[src/include/deser_pkg.sv]
// constants, types and helpers for the 1:16 serial deserializer
// assumes a single pclk domain; pins arrive unsynchronised
//
// Operation
// - each sixteen serial bits are assembled into one 16-bit parallel word.
// - bits come from the internal oscillator in recovery mode or from an external bit clock in digital mode.
// - with the rate select high the reference passes a divide-by-four stage, otherwise it bypasses it.
// - the lock flag goes low when bit clock divided by 64 differs from the reference by over 1000 ppm.
// - the lock flag is high while locked and low while not.
// - the active-low signal flag goes low when transition density is too low or too high.
// - the bit clock samples the serial data and also drives the divide-by-sixteen chain.
// - the divide-by-sixteen chain is four cascaded divide-by-two stages, each output feeding the tree.
// - the tree captures data on both edges of the half-rate stage output.
// - the sixteenth-rate clock drives the main word clock and a phase stage for the second word clock.
// - two word clocks, one fixed and one phase adjustable, come out beside the sixteen data bits.
// - phase selects hi/lo give 270 deg at 00, 180 at 01, 90 at 10 and 0 at 11.
// - a bit order select chooses whether the first serial bit lands on the lowest or highest output bit.
// - order 0 puts the first bit on bit fifteen, order 1 puts it on bit zero.
package deser_pkg;
  localparam int unsigned WORD_W = 16;
  localparam int unsigned STG_W = 4;
  localparam int unsigned ADDR_W = 8;
  localparam int unsigned CTRL_W = 5;
  localparam int unsigned IRQ_W = 3;
  localparam logic [ADDR_W-1:0] CTRL_OFF = 8'h00;
  localparam logic [ADDR_W-1:0] STAT_OFF = 8'h04;
  localparam logic [ADDR_W-1:0] IRQ_STAT_OFF = 8'h08;
  localparam logic [ADDR_W-1:0] IRQ_MASK_OFF = 8'h0C;
  localparam logic [ADDR_W-1:0] WORD_OFF = 8'h10;
  localparam int CTRL_MODE_BIT = 0;
  localparam int CTRL_REFSEL_BIT = 1;
  localparam int CTRL_PH_LO_BIT = 2;
  localparam int CTRL_PH_HI_BIT = 3;
  localparam int CTRL_ORDER_BIT = 4;
  localparam logic [CTRL_W-1:0] CTRL_RST = 5'h00;
  localparam int IRQ_LOL_BIT = 0;
  localparam int IRQ_LOS_BIT = 1;
  localparam int IRQ_WORD_BIT = 2;
  localparam logic [IRQ_W-1:0] IRQ_RST = 3'h0;
  localparam int PIN_DATA = 0;
  localparam int PIN_ECLK = 1;
  localparam int PIN_REF = 2;
  localparam logic [1:0] REF_DIV_LAST = 2'h3;
  localparam int unsigned REF_WIN_DEF = 1024;
  localparam int unsigned REF_RATIO = 64;
  localparam int unsigned TOL_PPM = 1000;
  localparam int unsigned LOS_WIN = 64;
  localparam int unsigned LOS_MIN = 4;
  localparam int unsigned LOS_MAX = 60;
  localparam logic [1:0] PH_270 = 2'h0;
  localparam logic [1:0] PH_180 = 2'h1;
  localparam logic [1:0] PH_90 = 2'h2;
  localparam logic [1:0] PH_0 = 2'h3;
  localparam logic [STG_W-1:0] DLY_0 = 4'h0;
  localparam logic [STG_W-1:0] DLY_90 = 4'h4;
  localparam logic [STG_W-1:0] DLY_180 = 4'h8;
  localparam logic [STG_W-1:0] DLY_270 = 4'hC;

  typedef enum logic [1:0] {APB_IDLE = 2'b01, APB_ACK = 2'b10} apb_state_t;

  function automatic logic [STG_W-1:0] phase_delay(input logic [1:0] sel);
    case (sel)
      PH_270: phase_delay = DLY_270;
      PH_180: phase_delay = DLY_180;
      PH_90: phase_delay = DLY_90;
      default: phase_delay = DLY_0;
    endcase
  endfunction

  function automatic logic [WORD_W-1:0] bit_rev(input logic [WORD_W-1:0] w);
    for (int i = 0; i < WORD_W; i++) begin
      bit_rev[i] = w[WORD_W-1-i];
    end
  endfunction

  function automatic logic addr_hit(input logic [ADDR_W-1:0] a);
    addr_hit = (a == CTRL_OFF) || (a == STAT_OFF) || (a == IRQ_STAT_OFF) ||
               (a == IRQ_MASK_OFF) || (a == WORD_OFF);
  endfunction
endpackage

[src/include/bit_stream_if.sv]
// bit and reference strobes shared by the divider and the monitor
// assumes bit_stb and ref_stb are single-cycle strobes on pclk; bit_val is a level
`timescale 1ns/1ps
interface bit_stream_if;
  logic bit_stb;
  logic bit_val;
  logic ref_stb;
  modport src (output bit_stb, output bit_val, output ref_stb);
  modport div (input bit_stb);
  modport mon (input bit_stb, input bit_val, input ref_stb);
endinterface

[src/verilog/deser_divider.sv]
// divide-by-sixteen chain and word clock phase stage
// assumes bit strobes at the serial bit rate on pclk
`timescale 1ns/1ps
module deser_divider
  import deser_pkg::*;
(
  input wire logic pclk,
  input wire logic presetn,
  input wire logic ce,
  bit_stream_if.div bs,
  input wire logic [1:0] ph_sel,
  output logic [STG_W-1:0] stage,
  output logic word_clk_main,
  output logic word_clk_phase
);
  logic [STG_W-1:0] stage_r;
  logic [STG_W-1:0] stage_nxt;
  logic [STG_W-1:0] shifted;
  logic carry;

  ////////////////////////////////////////////////////////////
  always_comb begin
    carry = 1'b1;
    for (int k = 0; k < STG_W; k++) begin
      stage_nxt[k] = stage_r[k] ^ carry;
      carry = carry & stage_r[k];
    end
    shifted = stage_nxt - phase_delay(ph_sel);
  end

  always_ff @(posedge pclk or negedge presetn) begin
    if (!presetn) begin
      stage_r <= '0;
      word_clk_main <= 1'b0;
      word_clk_phase <= 1'b0;
    end else if (ce && bs.bit_stb) begin
      stage_r <= stage_nxt;
      word_clk_main <= stage_nxt[STG_W-1];
      word_clk_phase <= shifted[STG_W-1];
    end
  end

  assign stage = stage_r;
endmodule // deser_divider

[src/verilog/deser_monitor.sv]
// frequency lock and transition density monitors
// assumes bit and divided reference strobes on pclk
`timescale 1ns/1ps
module deser_monitor
  import deser_pkg::*;
#(
  parameter int unsigned REF_WIN = REF_WIN_DEF
)
(
  input wire logic pclk,
  input wire logic presetn,
  input wire logic ce,
  bit_stream_if.mon bs,
  output logic lock_ok,
  output logic signal_ok
);
  localparam int unsigned EXPECT = REF_WIN * REF_RATIO;
  localparam int unsigned TOL = EXPECT * TOL_PPM / 1000000;
  localparam int unsigned BC_W = $clog2(EXPECT * 2);
  localparam int unsigned RC_W = $clog2(REF_WIN + 1);
  localparam logic [BC_W-1:0] LO = BC_W'(EXPECT - TOL);
  localparam logic [BC_W-1:0] HI = BC_W'(EXPECT + TOL);
  localparam logic [RC_W-1:0] REF_LAST = RC_W'(REF_WIN - 1);
  localparam logic [5:0] LOS_LAST = 6'(LOS_WIN - 1);
  localparam logic [6:0] TR_MIN = 7'(LOS_MIN);
  localparam logic [6:0] TR_MAX = 7'(LOS_MAX);

  logic [BC_W-1:0] bit_cnt_r;
  logic [BC_W-1:0] bit_sum;
  logic [RC_W-1:0] ref_cnt_r;
  logic [5:0] win_cnt_r;
  logic [6:0] tr_cnt_r;
  logic [6:0] tr_sum;
  logic prev_r;

  assign bit_sum = (&bit_cnt_r) ? bit_cnt_r : bit_cnt_r + BC_W'(bs.bit_stb);
  assign tr_sum = tr_cnt_r + 7'(bs.bit_val ^ prev_r);

  ////////////////////////////////////////////////////////////
  // window is counted in reference periods so the tolerance scales with it
  always_ff @(posedge pclk or negedge presetn) begin
    if (!presetn) begin
      bit_cnt_r <= '0;
      ref_cnt_r <= '0;
      lock_ok <= 1'b0;
    end else if (ce) begin
      if (bs.ref_stb && ref_cnt_r == REF_LAST) begin
        lock_ok <= (bit_sum >= LO) && (bit_sum <= HI);
        bit_cnt_r <= '0;
        ref_cnt_r <= '0;
      end else begin
        bit_cnt_r <= bit_sum;
        if (bs.ref_stb) begin
          ref_cnt_r <= ref_cnt_r + RC_W'(1);
        end
      end
    end
  end

  ////////////////////////////////////////////////////////////
  always_ff @(posedge pclk or negedge presetn) begin
    if (!presetn) begin
      win_cnt_r <= '0;
      tr_cnt_r <= '0;
      prev_r <= 1'b0;
      signal_ok <= 1'b0;
    end else if (ce && bs.bit_stb) begin
      prev_r <= bs.bit_val;
      win_cnt_r <= win_cnt_r + 6'h01;
      if (win_cnt_r == LOS_LAST) begin
        signal_ok <= (tr_sum >= TR_MIN) && (tr_sum <= TR_MAX);
        tr_cnt_r <= '0;
      end else begin
        tr_cnt_r <= tr_sum;
      end
    end
  end
endmodule // deser_monitor

[src/verilog/deser_top.sv]
// 1:16 deserializer top: pin sync, mode select, tree, apb and interrupt
// assumes pins are asynchronous to pclk; bit rate well below pclk/4 in digital mode
//
// The APB register port and the register addresses were chosen for this implementation.
`timescale 1ns/1ps
module deser_top
  import deser_pkg::*;
#(
  parameter int unsigned REF_WIN = REF_WIN_DEF
)
(
  input wire logic pclk,
  input wire logic presetn,
  input wire logic ce,
  input wire logic serial_data_in,
  input wire logic ext_bit_clk_in,
  input wire logic reference_clock_in,
  input wire logic psel,
  input wire logic penable,
  input wire logic pwrite,
  input wire logic [ADDR_W-1:0] paddr,
  input wire logic [31:0] pwdata,
  output logic [31:0] prdata,
  output logic pready,
  output logic pslverr,
  output logic [WORD_W-1:0] parallel_data_out,
  output logic word_clk_main,
  output logic word_clk_phase,
  output logic loss_of_lock_n,
  output logic loss_of_signal_n,
  output logic irq
);
  logic [2:0] pins;
  logic [2:0] meta1_r;
  logic [2:0] meta2_r;
  logic [2:0] meta3_r;
  logic [2:0] filt_r;
  logic [2:0] filt_d_r;
  logic [2:0] agree;
  logic [2:0] rise;
  logic [1:0] ref_div_r;
  logic [CTRL_W-1:0] ctrl_r;
  logic [IRQ_W-1:0] irq_stat_r;
  logic [IRQ_W-1:0] irq_mask_r;
  logic [IRQ_W-1:0] rep_r;
  logic [IRQ_W-1:0] ev;
  logic [IRQ_W-1:0] clr;
  logic [STG_W-1:0] stage;
  logic [WORD_W-3:0] asm_r;
  logic [WORD_W-1:0] word_w;
  logic [WORD_W-1:0] data_r;
  logic first_r;
  logic word_evt;
  logic lock_ok;
  logic signal_ok;
  logic lock_d_r;
  logic sig_d_r;
  logic irq_r;
  logic [31:0] prdata_r;
  logic [31:0] rd_val;
  logic pready_r;
  logic pslverr_r;
  logic apb_done;
  logic wr_done;
  apb_state_t st_r;

  bit_stream_if bs ();

  ////////////////////////////////////////////////////////////
  // pin synchronisers: a level is accepted once stages two and three agree
  assign pins = {reference_clock_in, ext_bit_clk_in, serial_data_in};
  assign agree = ~(meta2_r ^ meta3_r);
  assign rise = filt_r & ~filt_d_r;

  always_ff @(posedge pclk or negedge presetn) begin
    if (!presetn) begin
      meta1_r <= '0;
      meta2_r <= '0;
      meta3_r <= '0;
      filt_r <= '0;
      filt_d_r <= '0;
    end else if (ce) begin
      meta1_r <= pins;
      meta2_r <= meta1_r;
      meta3_r <= meta2_r;
      filt_r <= (agree & meta3_r) | (~agree & filt_r);
      filt_d_r <= filt_r;
    end
  end

  ////////////////////////////////////////////////////////////
  // bit clock source: pclk stands in for the internal oscillator
  assign bs.bit_stb = ce & (ctrl_r[CTRL_MODE_BIT] ? rise[PIN_ECLK] : 1'b1);
  assign bs.bit_val = filt_r[PIN_DATA];

  ////////////////////////////////////////////////////////////
  // reference pre-divider
  assign bs.ref_stb = ce & rise[PIN_REF] &
                      (!ctrl_r[CTRL_REFSEL_BIT] || ref_div_r == REF_DIV_LAST);

  always_ff @(posedge pclk or negedge presetn) begin
    if (!presetn) begin
      ref_div_r <= '0;
    end else if (ce && rise[PIN_REF] && ctrl_r[CTRL_REFSEL_BIT]) begin
      ref_div_r <= ref_div_r + 2'h1;
    end
  end

  ////////////////////////////////////////////////////////////
  deser_divider u_div (
    .pclk(pclk),
    .presetn(presetn),
    .ce(ce),
    .bs(bs.div),
    .ph_sel({ctrl_r[CTRL_PH_HI_BIT], ctrl_r[CTRL_PH_LO_BIT]}),
    .stage(stage),
    .word_clk_main(word_clk_main),
    .word_clk_phase(word_clk_phase)
  );

  deser_monitor #(
    .REF_WIN(REF_WIN)
  ) u_mon (
    .pclk(pclk),
    .presetn(presetn),
    .ce(ce),
    .bs(bs.mon),
    .lock_ok(lock_ok),
    .signal_ok(signal_ok)
  );

  ////////////////////////////////////////////////////////////
  // deserializer tree: the even bit is held on one half-rate edge,
  // the pair is pushed on the other; no framing, words follow the divider
  assign word_w = {asm_r, first_r, bs.bit_val};
  assign word_evt = bs.bit_stb && (&stage);

  always_ff @(posedge pclk or negedge presetn) begin
    if (!presetn) begin
      first_r <= 1'b0;
      asm_r <= '0;
      data_r <= '0;
    end else if (bs.bit_stb) begin
      if (!stage[0]) begin
        first_r <= bs.bit_val;
      end else if (&stage[STG_W-1:1]) begin
        // order is sampled per word so a change never splits one
        data_r <= ctrl_r[CTRL_ORDER_BIT] ? bit_rev(word_w) : word_w;
      end else begin
        asm_r <= {asm_r[WORD_W-5:0], first_r, bs.bit_val};
      end
    end
  end

  assign parallel_data_out = data_r;

  ////////////////////////////////////////////////////////////
  // apb slave: one wait state, pready registered
  assign apb_done = (st_r == APB_ACK) && psel && penable;
  assign wr_done = apb_done && pwrite && !pslverr_r;

  always_comb begin
    case (paddr)
      CTRL_OFF: rd_val = 32'(ctrl_r);
      STAT_OFF: rd_val = 32'({signal_ok, lock_ok});
      IRQ_STAT_OFF: rd_val = 32'(irq_stat_r);
      IRQ_MASK_OFF: rd_val = 32'(irq_mask_r);
      WORD_OFF: rd_val = 32'(data_r);
      default: rd_val = 32'h0000_0000;
    endcase
  end

  always_ff @(posedge pclk or negedge presetn) begin
    if (!presetn) begin
      st_r <= APB_IDLE;
      pready_r <= 1'b0;
      pslverr_r <= 1'b0;
      prdata_r <= '0;
      rep_r <= '0;
    end else if (ce) begin
      case (st_r)
        APB_IDLE: begin
          if (psel && penable) begin
            st_r <= APB_ACK;
            pready_r <= 1'b1;
            pslverr_r <= !addr_hit(paddr);
            prdata_r <= pwrite ? 32'h0000_0000 : rd_val;
            rep_r <= (!pwrite && paddr == IRQ_STAT_OFF) ? irq_stat_r : IRQ_RST;
          end
        end
        APB_ACK: begin
          if (apb_done) begin
            st_r <= APB_IDLE;
            pready_r <= 1'b0;
            pslverr_r <= 1'b0;
            rep_r <= IRQ_RST;
          end
        end
        default: begin
          st_r <= APB_IDLE;
          pready_r <= 1'b0;
          pslverr_r <= 1'b0;
        end
      endcase
    end
  end

  always_ff @(posedge pclk or negedge presetn) begin
    if (!presetn) begin
      ctrl_r <= CTRL_RST;
      irq_mask_r <= IRQ_RST;
    end else if (ce && wr_done) begin
      if (paddr == CTRL_OFF) begin
        ctrl_r <= pwdata[CTRL_W-1:0];
      end
      if (paddr == IRQ_MASK_OFF) begin
        irq_mask_r <= pwdata[IRQ_W-1:0];
      end
    end
  end

  ////////////////////////////////////////////////////////////
  // interrupts: only bits actually returned by the read are cleared,
  // so an event landing during the access survives
  assign ev[IRQ_LOL_BIT] = lock_d_r & ~lock_ok;
  assign ev[IRQ_LOS_BIT] = sig_d_r & ~signal_ok;
  assign ev[IRQ_WORD_BIT] = word_evt;
  assign clr = (apb_done && !pwrite) ? rep_r : IRQ_RST;

  always_ff @(posedge pclk or negedge presetn) begin
    if (!presetn) begin
      irq_stat_r <= IRQ_RST;
      lock_d_r <= 1'b0;
      sig_d_r <= 1'b0;
      irq_r <= 1'b0;
    end else if (ce) begin
      lock_d_r <= lock_ok;
      sig_d_r <= signal_ok;
      irq_stat_r <= (irq_stat_r & ~clr) | ev;
      irq_r <= |(irq_stat_r & irq_mask_r);
    end
  end

  assign prdata = prdata_r;
  assign pready = pready_r;
  assign pslverr = pslverr_r;
  assign loss_of_lock_n = lock_ok;
  assign loss_of_signal_n = signal_ok;
  assign irq = irq_r;
endmodule // deser_top

[config.mk]
export PLATFORM = sky130hd
export DESIGN_NAME = deser_top
export DESIGN_NICKNAME = d
export VERILOG_FILES = /design/src/include/deser_pkg.sv /design/src/include/bit_stream_if.sv /design/src/verilog/deser_divider.sv /design/src/verilog/deser_monitor.sv /design/src/verilog/deser_top.sv
export SDC_FILE = /design/constraint.sdc
export NUM_CORES = 1
export LEC_CHECK = 0
export BUFFER_PORTS_ARGS = -buffer_cell sky130_fd_sc_hd__buf_2
export CAP_MARGIN = 20
export CORE_MARGIN = 3
export CORE_UTILIZATION = 60
export CTS_CLUSTER_DIAMETER = 50
export DETAILED_ROUTE_END_ITERATION = 8
export PLACE_DENSITY_LB_ADDON = 0.25
export SLEW_MARGIN = 40
export SYNTH_ARGS = -nofsm -noshare
export SYNTH_HDL_FRONTEND = slang
export SYNTH_SLANG_ARGS = --single-unit
[constraint.sdc]
create_clock -name pclk -period 6.73 [get_ports pclk]
set_input_delay 0.673 -clock pclk [delete_from_list [all_inputs] [get_ports pclk]]
set_output_delay 0.673 -clock pclk [all_outputs]
set_load 0.05 [all_outputs]
After elaboration in Yosys (flattened, before gate mapping) --
Index checks and enable logic that the tools add are counted.
Word-level totals: flip-flop bits (word level) 151, input port bits 49, latch bits 0, RAM bits 0, memories 0, ROM bits 0, output and inout port bits 55, logic and storage cells 146
Cells by class: muxes and demuxes 23, shifts and indexed selects 0, equal/unequal tests 13, reduce and logical (&&, ||, !) cells 43, $lt $le $gt $ge 4, $mul 0, div/mod/pow operators 0, bitwise gates (word level) 27, $add $sub $neg 6
Operators by type and width (count):
- 16-bit case mux with 5 select lines | 1
- 17-bit two-way mux | 2
- 32-bit two-way mux | 1
- 11-bit two-way mux | 2
- 17-bit by 1-bit adder with 17-bit output | 1
- 17-bit by 16-bit greater-or-equal comparator with 1-bit output (second input constant) | 1
- 17-bit less-or-equal comparator (second input constant) | 1
- 17-bit AND reduction | 1
- 8-bit by 4-bit == test with 1-bit output (second input constant) | 2
- 16-bit two-way mux | 1
- 3-bit AND | 5
- 1-bit logical AND | 15
- 3-bit two-way mux | 4
- 3-bit NOT | 4
- 4-bit case mux with 3 select lines | 1
- 2-bit AND reduction | 6
- 3-bit AND reduction | 4
- 11-bit by 1-bit adder with 11-bit output (second input constant) | 1
- 11-bit by 10-bit == test with 1-bit output (second input constant) | 1
- 8-bit by 3-bit == test with 1-bit output (second input constant) | 1
- 8-bit by 5-bit == test with 1-bit output (second input constant) | 1
- 8-bit zero test | 1
- 4-bit AND reduction | 2
- 7-bit adder | 1
- other kinds (26) | 56

Longest topological paths before layout --
Gate-level depths: netlist (run 1).
word-level depth 8, gate-level depth with buffers 14, depth with buffers taken out 13

Cells and area by module --
Synthesis (run 1) repeated with hierarchy kept, for this count alone.
Second synthesis, totals: cells, all modules 654, area, all modules 6957.9 µm²
By module, submodules not included:
- deser_top | area each 3876.2 µm², instances 1, cells each 300, sequential area each 2078.2 µm²
- deser_monitor | area each 2829.0 µm², instances 1, cells each 335, sequential area each 1101.1 µm²
- deser_divider | area each 252.7 µm², instances 1, cells each 19, sequential area each 125.1 µm²

Worst setup path after synthesis (run 1) --
No wires, ideal clock.
path type input to register, start input ce, end register u_mon.lock_ok, setup slack 3.405 ns, stages on the path 12, buffers on the path 2, required time 6.635 ns, library setup time 0.095 ns, arrival 3.229 ns, cell sequence clkbuf_1 > nand2_1 > inv_1 > clkbuf_1 > ha_1 > nand4_2 > or4_4 > nor3b_1 > o22ai_1 > a2111oi_2 > a32oi_1 > o31ai_1
On the way: longest elaborated chain between the ends 5, elaborated cells between the ends (all ways) 10, those cells by class add/sub: 1; order compare: 2; mux: 1; bitwise: 3; reduce/logical: 3
RTL lines:
- start, declared | RTL line deser_top.sv:14 | input wire logic ce,
- 1-bit AND | RTL line deser_top.sv:93 | assign bs.bit_stb = ce & (ctrl_r[CTRL_MODE_BIT] ? rise[PIN_ECLK] : 1'b1);
- 17-bit by 1-bit adder with 17-bit output | RTL line deser_monitor.sv:36 | assign bit_sum = (&bit_cnt_r) ? bit_cnt_r : bit_cnt_r + BC_W'(bs.bit_stb);
- 17-bit two-way mux | RTL line deser_monitor.sv:36
- 17-bit by 16-bit greater-or-equal comparator with 1-bit output / 17-bit less-or-equal comparator (equally long branches) | RTL line deser_monitor.sv:48 | lock_ok <= (bit_sum >= LO) && (bit_sum <= HI);
- 1-bit logical AND | RTL line deser_monitor.sv:48
- end signal, assigned | RTL line deser_monitor.sv:48
- end, declared | RTL line deser_monitor.sv:14 | output logic lock_ok,
Parallel ways exist; a longest one is shown, timed or not. A chain may end at the register's enable or synchronous reset.

Final worst setup path (run 1) --
Ends and elaborated chain as after synthesis.

==> run_results.csv, run 1 <==
group,metric,value,unit
pwr,p_seq_share,42.5,%
global_routing,overflow,0,
global_routing,grt_pass1_wl,23800,µm
place,dp_hpwl,9620,µm
setup_path,required,7.16,ns
clocking,cts_buffer_depth,2,
clocking,cts_buffers,17,
sta,fin_crit_sh,60.2,%
setup_path,r2r_slack,2.95,ns
clocking,cts_resized,0,
sta,whs,0.0975,ns
setup_path,crit_path_max_fanout,54,
flow_run,maxCapViolCount,0,
die,core_area,0.0105,mm²
routing,ant_nets,0,
place,place.gp.congestion,0.897,
synth,ys.flop_type,"dfrtp_1",
pwr,switchingPower,0.980,mW
clocking,cts_tree,"yes",
setup_path,end_kind,"flop",
global_routing,grt_max_degree,75,
synth,synth.largest_area_cell,"dfrtp_1",
synth,avgSynthCellArea,10.3,µm²
synth,synth_top_area_share,50.1,%
routing,vias_per_cell,6.01,
place,dpl_cell_area,0.00685,mm²
sta,min_period,4.05,ns
sta,worst_pin_slew,0.732,ns
synth,synth_edf_count,0,
setup_path,r2r-end,"u_mon.lock_ok",
pwr,cell_internal_pwr,1.85,mW
synth,synth-seq-cells,132,
routing,detailedRoute.firstPassIterationCount,5,
sta,slew_headroom,51.1,%
setup_path,cp-start-kind,"input pin",
synth,syn_inst,633,
synth,ys_top_cells_by_count,"dfrtp_1, nand2_1, o21ai_0",
die,start_util,62.6,%
final_layout,syn_to_final_growth,14.0,%
routing,vias,4994,
routing,routed_wl,14300,µm
routing,drc,0,
sta,fin_skew,0.00553,ns
final_layout,postLayoutCellArea,0.00746,mm²
min_path,hold_class,"in2async",
sta,setup_viol,0,
synth,synth_seq_area_share,50.5,%
final_layout,insertedDiodeCount,0,
die,io_pins,104,
sta,setup_slack,2.68,ns
place,io_buffers,60,
pwr,p_leak,3.43,nW
sta,final_max_slew_viol_count,0,
clocking,clock_sinks,132,
clocking,clk_latency,0.53,ns
routing,wl_per_cell,17.2,µm
synth,yosysUniqueCellTypes,69,
synth,synthTopCellsByArea,"dfrtp_1, nand2_1, mux2_2, o21ai_0, mux2i_1",
pwr,ir_worst_vdd,0.000216,V
pwr,power.density,379,mW/mm²
sta,fin_tns_setup,0,ns
routing,drt_iter0_markers,501,
die,die_area,0.0122,mm²
clocking,post_cts_buffers,0,
clocking,root_buffer,"clkbuf_8",
die,die_w,110,µm
die,die_y,110,µm
pwr,clkPwrFrac,33.2,%
synth,ys_warn_count,0,
global_routing,grt_use_total,23.9,%
setup_path,critPathArrivalTime,4.48,ns
final_layout,nets,742,
pwr,netSwitchingFraction,34.7,%
setup_path,criticalPathCategory,"in2reg",
final_layout,drive_above_1_share,20.3,%
global_routing,grt_pass1_vias,4789,
synth,synthMostInstantiatedCell,"dfrtp_1",
pwr,combPwrFrac,24.3,%
synth,synth-async-reset-ratio,100,%
synth,netlist_area,0.00655,mm²
sta,final_hold_viol_count,0,
die,num_rows,37,
global_routing,antenna_found_initial,0,
clocking,htreeDepth,4,
run_status,outcome,"complete, no violations",
sta,clock.fmax,0.247,GHz
setup_path,reg2reg_depth,12,
clocking,path_clk_slew,0.06,ns
clocking,postCtsHoldBufs,0,
place,place_ws,2.21,ns
sta,rsz0062_at_grt,"false",
-- cell usage in the layout, fill, tap and decap left out, types with 3 or more instances in the layout --
cell type,instances
a22oi_1,4
and4_1,4
clkinv_2,4
a21o_1,3
conb_1,16
mux2_1,8
nand3_1,20
a21oi_1,19
mux2_2,30
xor2_1,7
clkbuf_16,16
nor4_1,5
buf_2,59
and3_1,10
dfrtp_1,130
nand2b_1,4
inv_1,15
bufinv_16,3
nor3_1,8
o21ai_0,54
o22ai_1,4
or3_1,3
nor2_1,26
a22o_1,16
mux2i_1,22
nand4_1,11
nand2_1,94
o211ai_1,4
clkbuf_8,6
ha_1,10
xnor2_1,17
and2_1,3
o31ai_1,6
-- power by group through the flow --
stage / registers, mW / logic [mW] / clock network [mW]
global placement: 1.19 / 0.653 / 0
finish: 1.20 / 0.686 / 0.937
detailed placement: 1.20 / 0.682 / 0
global route: 1.23 / 0.756 / 0.987
floorplan: 1.28 / 0.411 / 0
CTS: 1.20 / 0.690 / 0.950
-- routing by layer --
layer	track usage, %	up-vias	wire [µm]	part of all wire [%]
li1	-	2341	-	-
met1	32.8	2480	6440	45
met2	37.1	155	6820	48
met3	6.19	18	842	5.9
met4	8.21	0	188	1.3
met5	0	-	0	0
-- worst max path at each step --
stage                                to  from  slack (ns)
after global placement    u_mon.lock_ok    ce        2.28
after CTS                 u_mon.lock_ok    ce        2.75
after detailed placement  u_mon.lock_ok    ce        2.21
after floorplan           u_mon.lock_ok    ce        3.41
final                     u_mon.lock_ok    ce        2.68
after global routing      u_mon.lock_ok    ce        2.36
-- sequential cells by signal, summed over array words and instances, names as in the netlist, 3 cells and up, named ones only --
name,cells
ctrl_r,5
u_div.stage,4
rep_r,3
parallel_data_out,16
meta1_r,3
meta3_r,3
u_mon.tr_cnt_r,7
irq_mask_r,3
u_mon.win_cnt_r,6
irq_stat_r,3
prdata,16
asm_r,14
u_mon.bit_cnt_r,17
meta2_r,3
u_mon.ref_cnt_r,11
-- cells by family after synthesis --
family,synth area share [%]
xor+xnor,3.21
other cells,0.0573
simple gates,16.2
mux,9.90
flops,50.5
compound gates,13.6
buf+inv,4.59
fa+ha+maj,1.91
-- through the flow --
stage	power, mW	instances	utilization (%)
6_report	2.83	831	71.3
3_3_place_gp	1.84	800	65.4
5_1_grt	2.97	831	71.3
2_1_floorplan	1.69	648	-
4_1_cts	2.84	831	71.3
3_5_place_dp	1.89	800	65.5
-- worst max-delay path, cell delays in order --
cell and delay [ns]:
buf_2 0.07, buf_4 0.44, nand2_1 0.59, inv_1 0.55, ha_1 0.38, nand4_2 0.19, or4_4 0.55, nor3b_1 0.27
o22ai_1 0.12, a2111oi_2 0.36, a32oi_1 0.15, o31ai_1 0.10
-- final cells by class --
type	instances	area, µm²
flip-flops and latches	132	3310
fillers	743	3000
multi-input cells	455	3000
clock buffers	22	483
repair buffers	62	325
well taps	136	170
clock inverters	9	125
inverters	15	56.3
No activity file was read; power rests on OpenSTA's default activity.
==> run 2, diff against run 1 <==
--- a/config.mk
+++ b/config.mk
@@ -5,10 +5,11 @@
 export SDC_FILE = /design/constraint.sdc
 export NUM_CORES = 1
 export LEC_CHECK = 0
+export ABC_AREA = 1
 export BUFFER_PORTS_ARGS = -buffer_cell sky130_fd_sc_hd__buf_2
 export CAP_MARGIN = 20
 export CORE_MARGIN = 3
-export CORE_UTILIZATION = 60
+export CORE_UTILIZATION = 57
 export CTS_CLUSTER_DIAMETER = 50
 export DETAILED_ROUTE_END_ITERATION = 8
 export PLACE_DENSITY_LB_ADDON = 0.25
==> constraint.sdc (replaced) <==
create_clock -name pclk -period 4.1 [get_ports pclk]
set_input_delay 0.41 -clock pclk [delete_from_list [all_inputs] [get_ports pclk]]
set_output_delay 0.41 -clock pclk [all_outputs]
set_load 0.05 [all_outputs]
==> run 2 against run 1 <==
Against the previous run:
- the run now ends with hold timing left
- worst setup slack got worse by 1.2 ns
- wire length rose by 3.6%
- core utilization decreased by 2.8 points
- combinational power up 100%
- final area is 1.7% higher
- clock-buffer cell count increased by 1
- clock power is 70% higher
- critical path type is now reg2reg
- largest power group unchanged
==> run_results.csv, run 2 <==
group,metric,value,unit
synth,synth-seq-cells,132,
global_routing,antenna_found_initial,0,
place,io_buffers,60,
clocking,post_cts_buffers,0,
flow_run,maxCapViolCount,0,
synth,synth-async-reset-ratio,100,%
final_layout,stdcell_count,998,
routing,wl_per_cell,14.8,µm
pwr,cell_internal_pwr,3.05,mW
clocking,cts_resized,0,
synth,synthTopCellsByArea,"dfrtp_1, nand2_1, inv_1, o21ai_0, nand3_1",
synth,ys.flop_type,"dfrtp_1",
setup_path,crit_path_max_fanout,16,
sta,min_period,2.64,ns
setup_path,required,4.46,ns
die,io_pins,104,
routing,detailedRoute.firstPassIterationCount,5,
final_layout,drive_above_1_share,15.0,%
pwr,p_leak,3.81,nW
sta,whs,-0.0249,ns
sta,fin_skew,0.00494,ns
sta,fin_crit_sh,64.3,%
synth,avgSynthCellArea,8.42,µm²
global_routing,grt_pass1_wl,24900,µm
sta,clock.fmax,0.379,GHz
pwr,clkPwrFrac,32.6,%
setup_path,cp-start-kind,"flop",
synth,synthXorXnorAreaFrac,3.97,%
final_layout,nFillCells,853,
sta,setup_viol,0,
setup_path,criticalPathCategory,"reg2reg",
die,die_w,114,µm
place,dp_hpwl,10300,µm
synth,synth_seq_area_share,49.9,%
final_layout,final_cell_mix,"nand2_1, dfrtp_1, inv_1, buf_2, o21ai_0",
pwr,netSwitchingFraction,37.4,%
synth,synth_top_area_share,49.5,%
clocking,postCtsHoldBufs,0,
pwr,switchingPower,1.82,mW
final_layout,nets,905,
synth,synthMostInstantiatedCell,"nand2_1",
pwr,combPwrFrac,28.3,%
clocking,cts_tree,"yes",
synth,synth-compound-area-share,12.0,%
clocking,cts_buffer_depth,2,
synth,netlist_area,0.00662,mm²
routing,vias,5429,
run_status,violations,"hold timing",
die,num_rows,38,
final_layout,syn_to_final_growth,14.8,%
synth,synth_top_family_by_area,"simple AND/OR/NAND/NOR gates",
die,start_util,59.7,%
synth,syn_inst,786,
global_routing,grt_pass1_vias,5299,
synth,synth_fa_ha_area_share,1.89,%
global_routing,grt_use_total,24.3,%
clocking,cts_buffers,17,
sta,final_max_slew_viol_count,0,
place,place.gp.congestion,0.881,
synth,synth.area.mux_share,0.340,%
pwr,ir_worst_vdd,0.000396,V
synth,ys_top_cells_by_count,"nand2_1, dfrtp_1, inv_1",
routing,routed_wl,14800,µm
min_path,hold_class,"in2async",
clocking,root_buffer,"clkbuf_16",
synth,ys_warn_count,0,
setup_path,end_kind,"flop",
sta,fin_tns_setup,0,ns
die,die_area,0.0129,mm²
die,core_area,0.0111,mm²
synth,synth_edf_count,0,
sta,rsz0062_at_grt,"false",
routing,vias_per_cell,5.44,
sta,final_hold_viol_count,25,
place,dpl.cell_count,967,
routing,drc,0,
final_layout,largest-register,"u_mon.bit_cnt_r",
clocking,path_clk_slew,0.06,ns
setup_path,critPathArrivalTime,3.00,ns
global_routing,overflow,0,
run_status,outcome,"finished, violations left",
global_routing,grt_max_degree,68,
clocking,clock_sinks,132,
sta,worst_pin_slew,0.601,ns
final_layout,layout_commonest_cell,"nand2_1",
final_layout,largest_register_ffs,17,
sta,slew_headroom,60.0,%
clocking,clk_latency,0.42,ns
routing,drt_iter0_markers,468,
synth,yosys.area_share.simple,22.5,%
die,die_y,114,µm
clocking,htreeDepth,4,
final_layout,insertedDiodeCount,0,
synth,synth.largest_area_cell,"dfrtp_1",
pwr,power.density,642,mW/mm²
synth,yosysUniqueCellTypes,44,
final_layout,utilization,68.5,%
routing,ant_nets,0,
pwr,total_power,4.88,mW
pwr,p_seq_share,39.1,%
run 2: cell count changes in the layout (fill, tap and decap cells not counted), moves of 22 or more:
| cell | change |
|---|---|
| nand2_1 | +91 |
| inv_1 | +78 |
| nor2_1 | +23 |
| o21ai_1 | +33 |
| mux2_2 | -29 |
| nand3_1 | +29 |
| mux2i_1 | -22 |
run 2: power by group through the flow:
stage	clock, mW	sequential, mW	combinational [mW]
after floorplan	0	2.22	0.705
after global placement	0	1.90	1.33
after detailed placement	0	1.92	1.37
after CTS	1.60	1.90	1.39
after global routing	1.67	1.96	1.53
final	1.59	1.91	1.38
run 2: cells by family after synthesis:
logic type,after synthesis
buf+inv,142
flops,132
xor+xnor,30
fa+ha+maj,10
other cells,1
compound gates,138
mux,2
simple gates,331
run 2: per-layer routing:
metal,GRT usage [%],routed length (µm),vias to the layer above
li1,-,-,2652
met1,30.7,6210,2603
met2,41.0,7660,153
met3,5.89,719,21
met4,8.57,223,0
met5,0,0,-
run 2: final timing paths:
check                      slack, ns  cells after the start           start                 end
min reg2reg                     0.48                      1    ref_div_r[0]        ref_div_r[0]
max                             1.46                     18     filt_d_r[1]       u_mon.lock_ok
max in group asynchronous       3.35                      2         presetn             st_r[0]
min in group pclk               0.19                      3  serial_data_in          meta1_r[0]
min                            -0.02                      1         presetn  u_mon.bit_cnt_r[5]
max reg2reg                     1.46                     18     filt_d_r[1]       u_mon.lock_ok
run 2: layout make-up:
cell class                      count  area [µm²]  share of cell area (%)
Sequential cell                   132        3310                    43.5
Multi-Input combinational cell    527        2760                    36.4
Timing Repair Buffer               65         357                    4.70
Clock inverter                      8         150                    1.98
Tap cell                          140         175                    2.31
Clock buffer                       23         458                    6.03
Inverter                          103         387                    5.09
run 2: metrics by stage:
stage          setup WS (ns)  cell area (µm²)
2_1_floorplan           1.54             6670
3_3_place_gp            1.38             6970
3_5_place_dp            1.35             6970
4_1_cts                 1.49             7580
5_1_grt                 1.23             7590
6_report                1.46             7590
run 2: critical path, stage by stage, from the launching register on:
cell and delay (ns):
dfrtp_1 0.36, inv_1 0.07, nand3_1 0.08, o21ai_2 0.06, buf_4 0.24, ha_1 0.34, ha_1 0.24, inv_1 0.08
nor2_2 0.18, nand2_1 0.11, xor2_1 0.18, nand2_1 0.10, nor2_1 0.11, nand2_1 0.06, nor2_1 0.10, nand3_1 0.08
nand2_1 0.07, nand3_1 0.07, nand2_1 0.06
